==> config.mk <==
export PLATFORM = sky130hd
export DESIGN_NAME = dcrm_mapper
export DESIGN_NICKNAME = d
export VERILOG_FILES = /design/src/hdl/dcrm_pkg.sv /design/src/hdl/dcrm_bit_sel.sv /design/src/hdl/dcrm_mapper.sv
export SDC_FILE = /design/constraint.sdc
export NUM_CORES = 1
export LEC_CHECK = 0
export BUFFER_PORTS_ARGS = -buffer_cell sky130_fd_sc_hd__buf_2
export CAP_MARGIN = 20
export CORE_MARGIN = 3
export CORE_UTILIZATION = 35
export DETAILED_ROUTE_END_ITERATION = 12
export PLACE_DENSITY = 0.55
export SYNTH_ARGS = -nofsm -noshare
export SYNTH_HDL_FRONTEND = slang
export SYNTH_SLANG_ARGS = --single-unit
==> constraint.sdc <==
create_clock -name ref_clk -period 3.2 [get_ports ref_clk]
set_input_delay 0.16 -clock ref_clk [delete_from_list [all_inputs] [get_ports ref_clk]]
set_output_delay 0.16 -clock ref_clk [all_outputs]
set_load 0.01 [all_outputs]
==> src/hdl/dcrm_pkg.sv <==
// Behaviour
// RULE_01: column field base 8 drives column bit 9 at full, 11 at half and 12 at quarter width.
// RULE_02: column field base 9 drives column bit 11 at full, 12 at half and 13 at quarter width.
// RULE_03: column field base 10 drives column bit 12 at full and 13 at half width, unused at quarter.
// RULE_04: column field base 11 drives column bit 13 at full width only, unused otherwise.
// RULE_05: a column field holding 15 forces its column bit to zero.
// RULE_06: column bit 10 carries auto-precharge and never takes a system address bit.
// RULE_07: software writes column fields only with 0 to 7 or 15.
// RULE_08: each selected system address bit is the field's fixed base plus the field value.
// RULE_09: row bit 0 takes system address bit 6 plus its field, field 0 to 11.
// RULE_10: row bit 1 takes system address bit 7 plus its field, field 0 to 11.
// RULE_11: one shared field maps row bits 2 to 11 with bases 8 up to 17.
// RULE_12: row bit 12 has base 18, values 0 to 11, and 15 forces it to zero.
// RULE_13: row bit 13 has base 19, values 0 to 11, and 15 forces it to zero.
// RULE_14: row bit 14 has base 20, values 0 to 11, and 15 forces it to zero.
// RULE_15: software keeps reserved bits unchanged across read-modify-write.
// RULE_16: width code 00 is full, 01 half, 10 quarter, and 11 is reserved.
// RULE_17: row and column addresses come from each system address with current settings.
`default_nettype none
package dcrm_pkg;

    // register byte offsets
    localparam logic [11:0] OFS_COL_MAP_UPPER = 12'h000;
    localparam logic [11:0] OFS_ROW_MAP_LOW   = 12'h004;
    localparam logic [11:0] OFS_ROW_MAP_HIGH  = 12'h008;
    localparam logic [11:0] OFS_WIDTH_CFG     = 12'h00C;

    // reset values
    localparam logic [15:0] RST_COL_MAP_UPPER = 16'h0000;
    localparam logic [15:0] RST_ROW_MAP_LOW   = 16'h0000;
    localparam logic [7:0]  RST_ROW_MAP_HIGH  = 8'h00;
    localparam logic [1:0]  RST_WIDTH_CFG     = 2'h0;

    // field positions (low bit of each 4-bit field)
    localparam int POS_COL_B8  = 12;
    localparam int POS_COL_B9  = 8;
    localparam int POS_COL_B10 = 4;
    localparam int POS_COL_B11 = 0;
    localparam int POS_ROW0    = 12;
    localparam int POS_ROW1    = 8;
    localparam int POS_ROW_MID = 4;
    localparam int POS_ROW12   = 0;
    localparam int POS_ROW13   = 8;
    localparam int POS_ROW14   = 4;
    // row_map_high stores only bits [11:4]
    localparam int POS_ROW_HIGH_LSB = 4;

    // internal bases
    localparam int COL_BASE_FIRST = 8;
    localparam int ROW_BASE_FIRST = 6;
    localparam int COL_FIELDS     = 4;
    localparam int ROW_BITS       = 15;
    localparam int COL_BITS       = 14;

    // field value limits
    localparam logic [3:0] COL_MAX_VAL = 4'h7;
    localparam logic [3:0] ROW_MAX_VAL = 4'hB;
    localparam logic [3:0] SEL_OFF     = 4'hF;

    // column bit positions
    localparam int COL_AP_BIT = 10;

    // data bus width codes
    typedef enum logic [1:0] {
        DCRM_W_FULL    = 2'h0,
        DCRM_W_HALF    = 2'h1,
        DCRM_W_QUARTER = 2'h2,
        DCRM_W_RSVD    = 2'h3
    } dcrm_width_t;

endpackage : dcrm_pkg
`default_nettype wire

==> src/hdl/dcrm_bit_sel.sv <==
`timescale 1ns/1ps
`default_nettype none
// picks one system address bit at base plus field, zero when out of range
module dcrm_bit_sel #(
    parameter int         BASE = 0,
    parameter logic [3:0] MAXV = 4'h7
) (
    input  wire logic [31:0] addr,
    input  wire logic [3:0]  sel,
    output logic             bit_out
);
    logic [4:0] idx;

    always_comb begin
        idx     = 5'(BASE) + {1'b0, sel}; // [RULE_08]
        bit_out = 1'b0;
        if (sel <= MAXV) begin // [RULE_05] [RULE_12]
            bit_out = addr[idx];
        end
    end
endmodule : dcrm_bit_sel
`default_nettype wire

==> src/hdl/dcrm_mapper.sv <==
// The register addresses and the APB slave port were chosen for this implementation.
`timescale 1ns/1ps
`default_nettype none
module dcrm_mapper
    import dcrm_pkg::*;
(
    input  wire logic        ref_clk,
    input  wire logic        rst,
    input  wire logic        psel,
    input  wire logic        penable,
    input  wire logic        pwrite,
    input  wire logic [11:0] paddr,
    input  wire logic [31:0] pwdata,
    output logic             pready,
    output logic [31:0]      prdata,
    output logic             pslverr,
    input  wire logic [31:0] sys_addr,
    input  wire logic        addr_valid,
    input  wire logic        auto_precharge,
    output logic             map_valid,
    output logic [14:0]      dram_row,
    output logic [13:0]      dram_col
);
    // configuration registers
    logic [15:0] column_map_upper;
    logic [15:0] row_map_low;
    logic [7:0]  row_map_high;
    logic [1:0]  dq_width_select;
    logic [15:0] next_column_map_upper;
    logic [15:0] next_row_map_low;
    logic [7:0]  next_row_map_high;
    logic [1:0]  next_dq_width_select;

    logic        next_pready;
    logic [31:0] next_prdata;
    logic        next_pslverr;

    logic        next_map_valid;
    logic [14:0] next_dram_row;
    logic [13:0] next_dram_col;

    logic [3:0]  col_sel_base8;
    logic [3:0]  col_sel_base9;
    logic [3:0]  col_sel_base10;
    logic [3:0]  col_sel_base11;
    logic [3:0]  row0_sel;
    logic [3:0]  row1_sel;
    logic [3:0]  row_mid_sel;
    logic [3:0]  row12_sel;
    logic [3:0]  row13_sel;
    logic [3:0]  row14_sel;

    logic [3:0]  col_field [COL_FIELDS];
    logic [3:0]  row_field [ROW_BITS];
    logic [COL_FIELDS-1:0] col_pick;
    logic [ROW_BITS-1:0]   row_pick;
    logic [13:0] col_map_now;

    logic        apb_access;
    logic        apb_write;
    logic        addr_hit;

    assign col_sel_base8  = column_map_upper[POS_COL_B8 +: 4];
    assign col_sel_base9  = column_map_upper[POS_COL_B9 +: 4];
    assign col_sel_base10 = column_map_upper[POS_COL_B10 +: 4];
    assign col_sel_base11 = column_map_upper[POS_COL_B11 +: 4];
    assign row0_sel       = row_map_low[POS_ROW0 +: 4];
    assign row1_sel       = row_map_low[POS_ROW1 +: 4];
    assign row_mid_sel    = row_map_low[POS_ROW_MID +: 4];
    assign row12_sel      = row_map_low[POS_ROW12 +: 4];
    assign row13_sel      = row_map_high[POS_ROW13-POS_ROW_HIGH_LSB +: 4];
    assign row14_sel      = row_map_high[POS_ROW14-POS_ROW_HIGH_LSB +: 4];

    // apb slave: one wait state, answer registered
    assign apb_access = psel && penable && !pready;
    assign apb_write  = psel && penable && pready && pwrite;
    assign addr_hit   = (paddr == OFS_COL_MAP_UPPER) ||
                        (paddr == OFS_ROW_MAP_LOW) ||
                        (paddr == OFS_ROW_MAP_HIGH) ||
                        (paddr == OFS_WIDTH_CFG);

    always_comb begin
        next_pready  = apb_access;
        next_pslverr = apb_access && !addr_hit;
        next_prdata  = 32'h00000000;
        if (apb_access && !pwrite) begin
            // reserved bits read as zero
            unique case (paddr)
                OFS_COL_MAP_UPPER: next_prdata = {16'h0000, column_map_upper};
                OFS_ROW_MAP_LOW:   next_prdata = {16'h0000, row_map_low};
                OFS_ROW_MAP_HIGH:  next_prdata = {20'h00000, row_map_high,
                                                  4'h0};
                OFS_WIDTH_CFG:     next_prdata = {30'h00000000,
                                                  dq_width_select};
                default:           next_prdata = 32'h00000000;
            endcase
        end
    end

    always_comb begin
        next_column_map_upper = column_map_upper;
        next_row_map_low      = row_map_low;
        next_row_map_high     = row_map_high;
        next_dq_width_select  = dq_width_select;
        if (apb_write) begin
            unique case (paddr)
                OFS_COL_MAP_UPPER: next_column_map_upper = pwdata[15:0];
                OFS_ROW_MAP_LOW:   next_row_map_low      = pwdata[15:0];
                OFS_ROW_MAP_HIGH:  next_row_map_high     = pwdata[11:4];
                OFS_WIDTH_CFG:     next_dq_width_select  = pwdata[1:0];
                default:           next_dq_width_select  = dq_width_select;
            endcase
        end
    end

    always_ff @(posedge ref_clk) begin
        if (rst) begin
            pready           <= 1'b0;
            prdata           <= 32'h00000000;
            pslverr          <= 1'b0;
            column_map_upper <= RST_COL_MAP_UPPER;
            row_map_low      <= RST_ROW_MAP_LOW;
            row_map_high     <= RST_ROW_MAP_HIGH;
            dq_width_select  <= RST_WIDTH_CFG;
        end else begin
            pready           <= next_pready;
            prdata           <= next_prdata;
            pslverr          <= next_pslverr;
            column_map_upper <= next_column_map_upper;
            row_map_low      <= next_row_map_low;
            row_map_high     <= next_row_map_high;
            dq_width_select  <= next_dq_width_select;
        end
    end

    // field routing per row bit
    always_comb begin
        col_field[0] = col_sel_base8;
        col_field[1] = col_sel_base9;
        col_field[2] = col_sel_base10;
        col_field[3] = col_sel_base11;
        for (int i = 0; i < ROW_BITS; i++) begin
            row_field[i] = row_mid_sel; // [RULE_11]
        end
        row_field[0]  = row0_sel;  // [RULE_09]
        row_field[1]  = row1_sel;  // [RULE_10]
        row_field[12] = row12_sel; // [RULE_12]
        row_field[13] = row13_sel; // [RULE_13]
        row_field[14] = row14_sel; // [RULE_14]
    end

    // base is 6 plus row index for every row bit
    for (genvar r = 0; r < ROW_BITS; r++) begin : g_row
        dcrm_bit_sel #(
            .BASE (ROW_BASE_FIRST + r),
            .MAXV (ROW_MAX_VAL)
        ) u_sel (
            .addr    (sys_addr),
            .sel     (row_field[r]),
            .bit_out (row_pick[r])
        ); // [RULE_08] [RULE_09] [RULE_10] [RULE_11]
    end

    for (genvar c = 0; c < COL_FIELDS; c++) begin : g_col
        dcrm_bit_sel #(
            .BASE (COL_BASE_FIRST + c),
            .MAXV (COL_MAX_VAL)
        ) u_sel (
            .addr    (sys_addr),
            .sel     (col_field[c]),
            .bit_out (col_pick[c])
        ); // [RULE_05] [RULE_08]
    end

    // column placement shifts with bus width; reserved width maps only auto-precharge to bit 10
    always_comb begin
        col_map_now             = 14'h0000;
        col_map_now[COL_AP_BIT] = auto_precharge; // [RULE_06]
        unique case (dq_width_select) // [RULE_16]
            DCRM_W_FULL: begin
                col_map_now[9]  = col_pick[0]; // [RULE_01]
                col_map_now[11] = col_pick[1]; // [RULE_02]
                col_map_now[12] = col_pick[2]; // [RULE_03]
                col_map_now[13] = col_pick[3]; // [RULE_04]
            end
            DCRM_W_HALF: begin
                col_map_now[11] = col_pick[0]; // [RULE_01]
                col_map_now[12] = col_pick[1]; // [RULE_02]
                col_map_now[13] = col_pick[2]; // [RULE_03]
            end
            DCRM_W_QUARTER: begin
                col_map_now[12] = col_pick[0]; // [RULE_01]
                col_map_now[13] = col_pick[1]; // [RULE_02]
            end
            DCRM_W_RSVD: begin
                col_map_now[COL_AP_BIT] = auto_precharge;
            end
        endcase
    end

    // one registered stage from system address to dram address
    always_comb begin
        next_map_valid = addr_valid; // [RULE_17]
        next_dram_row  = dram_row;
        next_dram_col  = dram_col;
        if (addr_valid) begin
            next_dram_row = row_pick;
            next_dram_col = col_map_now;
        end
    end

    always_ff @(posedge ref_clk) begin
        if (rst) begin
            map_valid <= 1'b0;
            dram_row  <= 15'h0000;
            dram_col  <= 14'h0000;
        end else begin
            map_valid <= next_map_valid;
            dram_row  <= next_dram_row;
            dram_col  <= next_dram_col;
        end
    end

    // helper copies of the inputs of the previous cycle
    logic [31:0] h_addr;
    logic        h_ap;
    logic [15:0] h_col;
    logic [15:0] h_rlo;
    logic [7:0]  h_rhi;
    logic [1:0]  h_w;

    always_ff @(posedge ref_clk) begin
        h_addr <= sys_addr;
        h_ap   <= auto_precharge;
        h_col  <= column_map_upper;
        h_rlo  <= row_map_low;
        h_rhi  <= row_map_high;
        h_w    <= dq_width_select;
    end
endmodule : dcrm_mapper
`default_nettype wire

==> impl_results.md <==
* Worst-path clk slew at 0.06 ns
* Max frequency at 368 MHz
* Pre-CTS worst setup slack at 0.485 ns
* Slew Limit Fails at 0
* GR Util met3 at 4.90%
* Syn-to-layout area delta at 11.5%
* Outcome: complete, no violations
* Core Area at 19000 um^2
* Ys async rst share at 0%
* Worst-path cell chain: inv_1 > ha_1 > mux2_2 > mux4_2 > mux4_2 > a32oi_1 > o21ai_0
* Slew HR at 47.8%
* Clk buf depth at 2
* Post-CTS setup buffers at 0
* Die Y at 146 um
* Mean number of vias per cell at 5.51
* Tot Pwr at 2.40 mW
* Setup Skew at 0.00669 ns
* GRT Total Usage at 19.2%
* Required time worst endpoint at 3.43 ns
* MaxCap Viol Count at 0
* Crit path kind: register to register
* Met1 usage at 26.6%
* Initial Util at 36.2%
* Global routing's busiest layer: met2
* Clk sink count at 81
* Hold Crit Class: input pin to register
* CTS Buf Count at 9
* Worst R2R Setup Slack at 0.48 ns
* Slowest-stage cell, CP: ha_1
* CTS Hold Bufs at 0
* Initial DRC Count at 356
* Die X at 146 um
* Worst path buffer plus inverter count at 1
* Top_reg_cell synth: dfxtp_1
* H-tree Lvls at 3
* Antenna violations before repair at 0
* CTS tree: done
* 1st-pass router iterations at 5
* Setup crit end kind: register
* # IOs at 147
* Mapped Cells at 691
* Period utilization at 85.0%
* Remaining Overflow, GRT at 0
* Dpl hpwl at 15000 um
* Root Driver: clkbuf_16
* CP Launch Type: register
* Yosys reg bits at 81
* Antenna-violating nets left at 0
* Post-Synthesis Cell Area at 6890 um^2
* Diodes inserted at 0
* Post-route setup slack at 0.481 ns
* IR drop worst, VDD at 0.000326 V
* Syn Area/Cell at 9.98 um^2
* CP max FO at 9
* Tmin final at 2.72 ns
* Residual DRC at 0
* Die area at 21400 um^2
* Global-route wire length before repair at 32600 um
* Row count at 50
* Power Density at 313 nW/um^2
* Most used cell, CP: mux4_2
* Total Nets Final at 854
* Actual slew at the worst max-slew pin at 0.779 ns
* Sequential share of the synthesized area at 23.5%
* Largest net degree at the start of global routing at 48
* CP peak stage delay at 0.53 ns
* Number of hold violations in the final report at 0
* Post-synth cell types at 64
* Arr. time, crit path at 2.95 ns
* Final setup fails at 0
* Post-layout util at 40.4%
* Number of flops mapped to enable cells by yosys at 0
* Lkg Pwr at 2.85 nW
* Met2 Resource Use GR at 29.7%
* Worst skew pair latency at 0.35 ns
* Drt wl/cell at 20.2 um
* Setup TNS at 0 ns
* Unrepaired setup endpoints after global routing: false
* Delay-heaviest family, CP: multiplexers
* Post-Route WL at 20500 um
* GP Congestion at 0.857
* Ys Warns at 0
* Vias in the first global route at 5539
* Share of cells above drive strength 1 at 31.0%
* Post-CTS resize count at 0
* I/O Buffers at 105
* DR vias at 5591
==> cell usage after synthesis (8+ instances only) <==
cell      instances  area (um^2)
o21ai_0          14         70.1
nand3_1           8         40.0
nand2_1          44          165
mux4_2           81         1820
clkbuf_1         38          143
buf_4            28          210
mux2_2           12          135
nor2_1           97          364
a21oi_1          34          170
buf_2            13         65.1
mux2i_1          86          861
ha_1             20          250
a31oi_1           8         50.1
dfxtp_1          81         1620
inv_1            20         75.1
==> cells in the final DEF, fill, tap and decap left out, types with 3 or more instances in the layout <==
cell type,n
xor2_1,4
clkbuf_16,9
xnor2_1,7
mux2_2,12
nor3_1,4
o22ai_1,4
ha_1,20
o31ai_1,4
a21boi_0,3
a31oi_1,8
nand2b_1,6
nand2_1,44
a211oi_1,7
dfxtp_1,80
nor2b_1,7
mux2i_1,86
o21ai_0,14
a21oi_1,34
a2111oi_0,3
nor2_1,97
o211ai_1,6
clkbuf_1,3
buf_2,105
inv_1,20
conb_1,25
mux4_2,81
buf_4,12
nand3_1,8
==> worst register-to-register path, stage by stage (launching register included) <==
cell and delay, ns:
dfxtp_1 0.33, inv_1 0.09, ha_1 0.53, mux2_2 0.39, mux4_2 0.48, mux4_2 0.50, a32oi_1 0.20, o21ai_0 0.10
==> cells by family after synthesis <==
family          share of synthesized area (%)
simple gates                             12.3
other cells                            0.0544
buf+inv                                  8.79
compound gates                           9.35
fa+ha+maj                                3.63
xor+xnor                                 1.40
mux                                      40.9
flops                                    23.5
==> path summary, 6_finish.rpt <==
check        cells after the start      startpoint      endpoint
max                              7  row_map_low[5]   dram_row[9]
min                              3  auto_precharge  dram_col[10]
max reg2reg                      7  row_map_low[5]   dram_row[9]
min reg2reg                      2     dram_row[8]   dram_row[8]
==> where the power goes <==
part | internal [mW] | switching [mW]
Clock | 0.599 | 0.405
Sequential | 1.02 | 0.00779
Combinational | 0.152 | 0.216
==> state kept, by name, summed over array words and instances (netlist names) <==
register / count
map_valid: 1
row_map_low: 16
dq_width_select: 2
row_map_high: 8
dram_col: 5
pslverr: 1
pready: 1
prdata: 16
dram_row: 15
col_field: 16
==> per-layer routing <==
metal | share of wire [%] | up-vias | wire [um]
met5 | 0 | - | 0
met4 | 2.2 | 0 | 456
met3 | 8.0 | 35 | 1640
met2 | 45 | 249 | 9310
met1 | 44 | 2681 | 9070
li1 | - | 2626 | -
==> stage by stage <==
| step | cells | area, um^2 | hold WS (ns) |
|---|---|---|---|
| after floorplan | 715 | 6980 | 0.296 |
| after global placement | 1000 | 7410 | 0.403 |
| after detailed placement | 1000 | 7410 | 0.408 |
| after CTS | 1015 | 7690 | 0.0384 |
| after global routing | 1015 | 7690 | 0.0801 |
| final | 1015 | 7690 | 0.0519 |
==> cell type report <==
class / count / area, um^2
clock buffer: 12 / 236
clock inverter: 3 / 42.5
fill: 1951 / 11300
inverter: 22 / 82.6
multi-input combinational: 520 / 4760
sequential: 81 / 1620
tap: 260 / 325
timing repair buffer: 117 / 616
(Power assumes the default switching activity.)
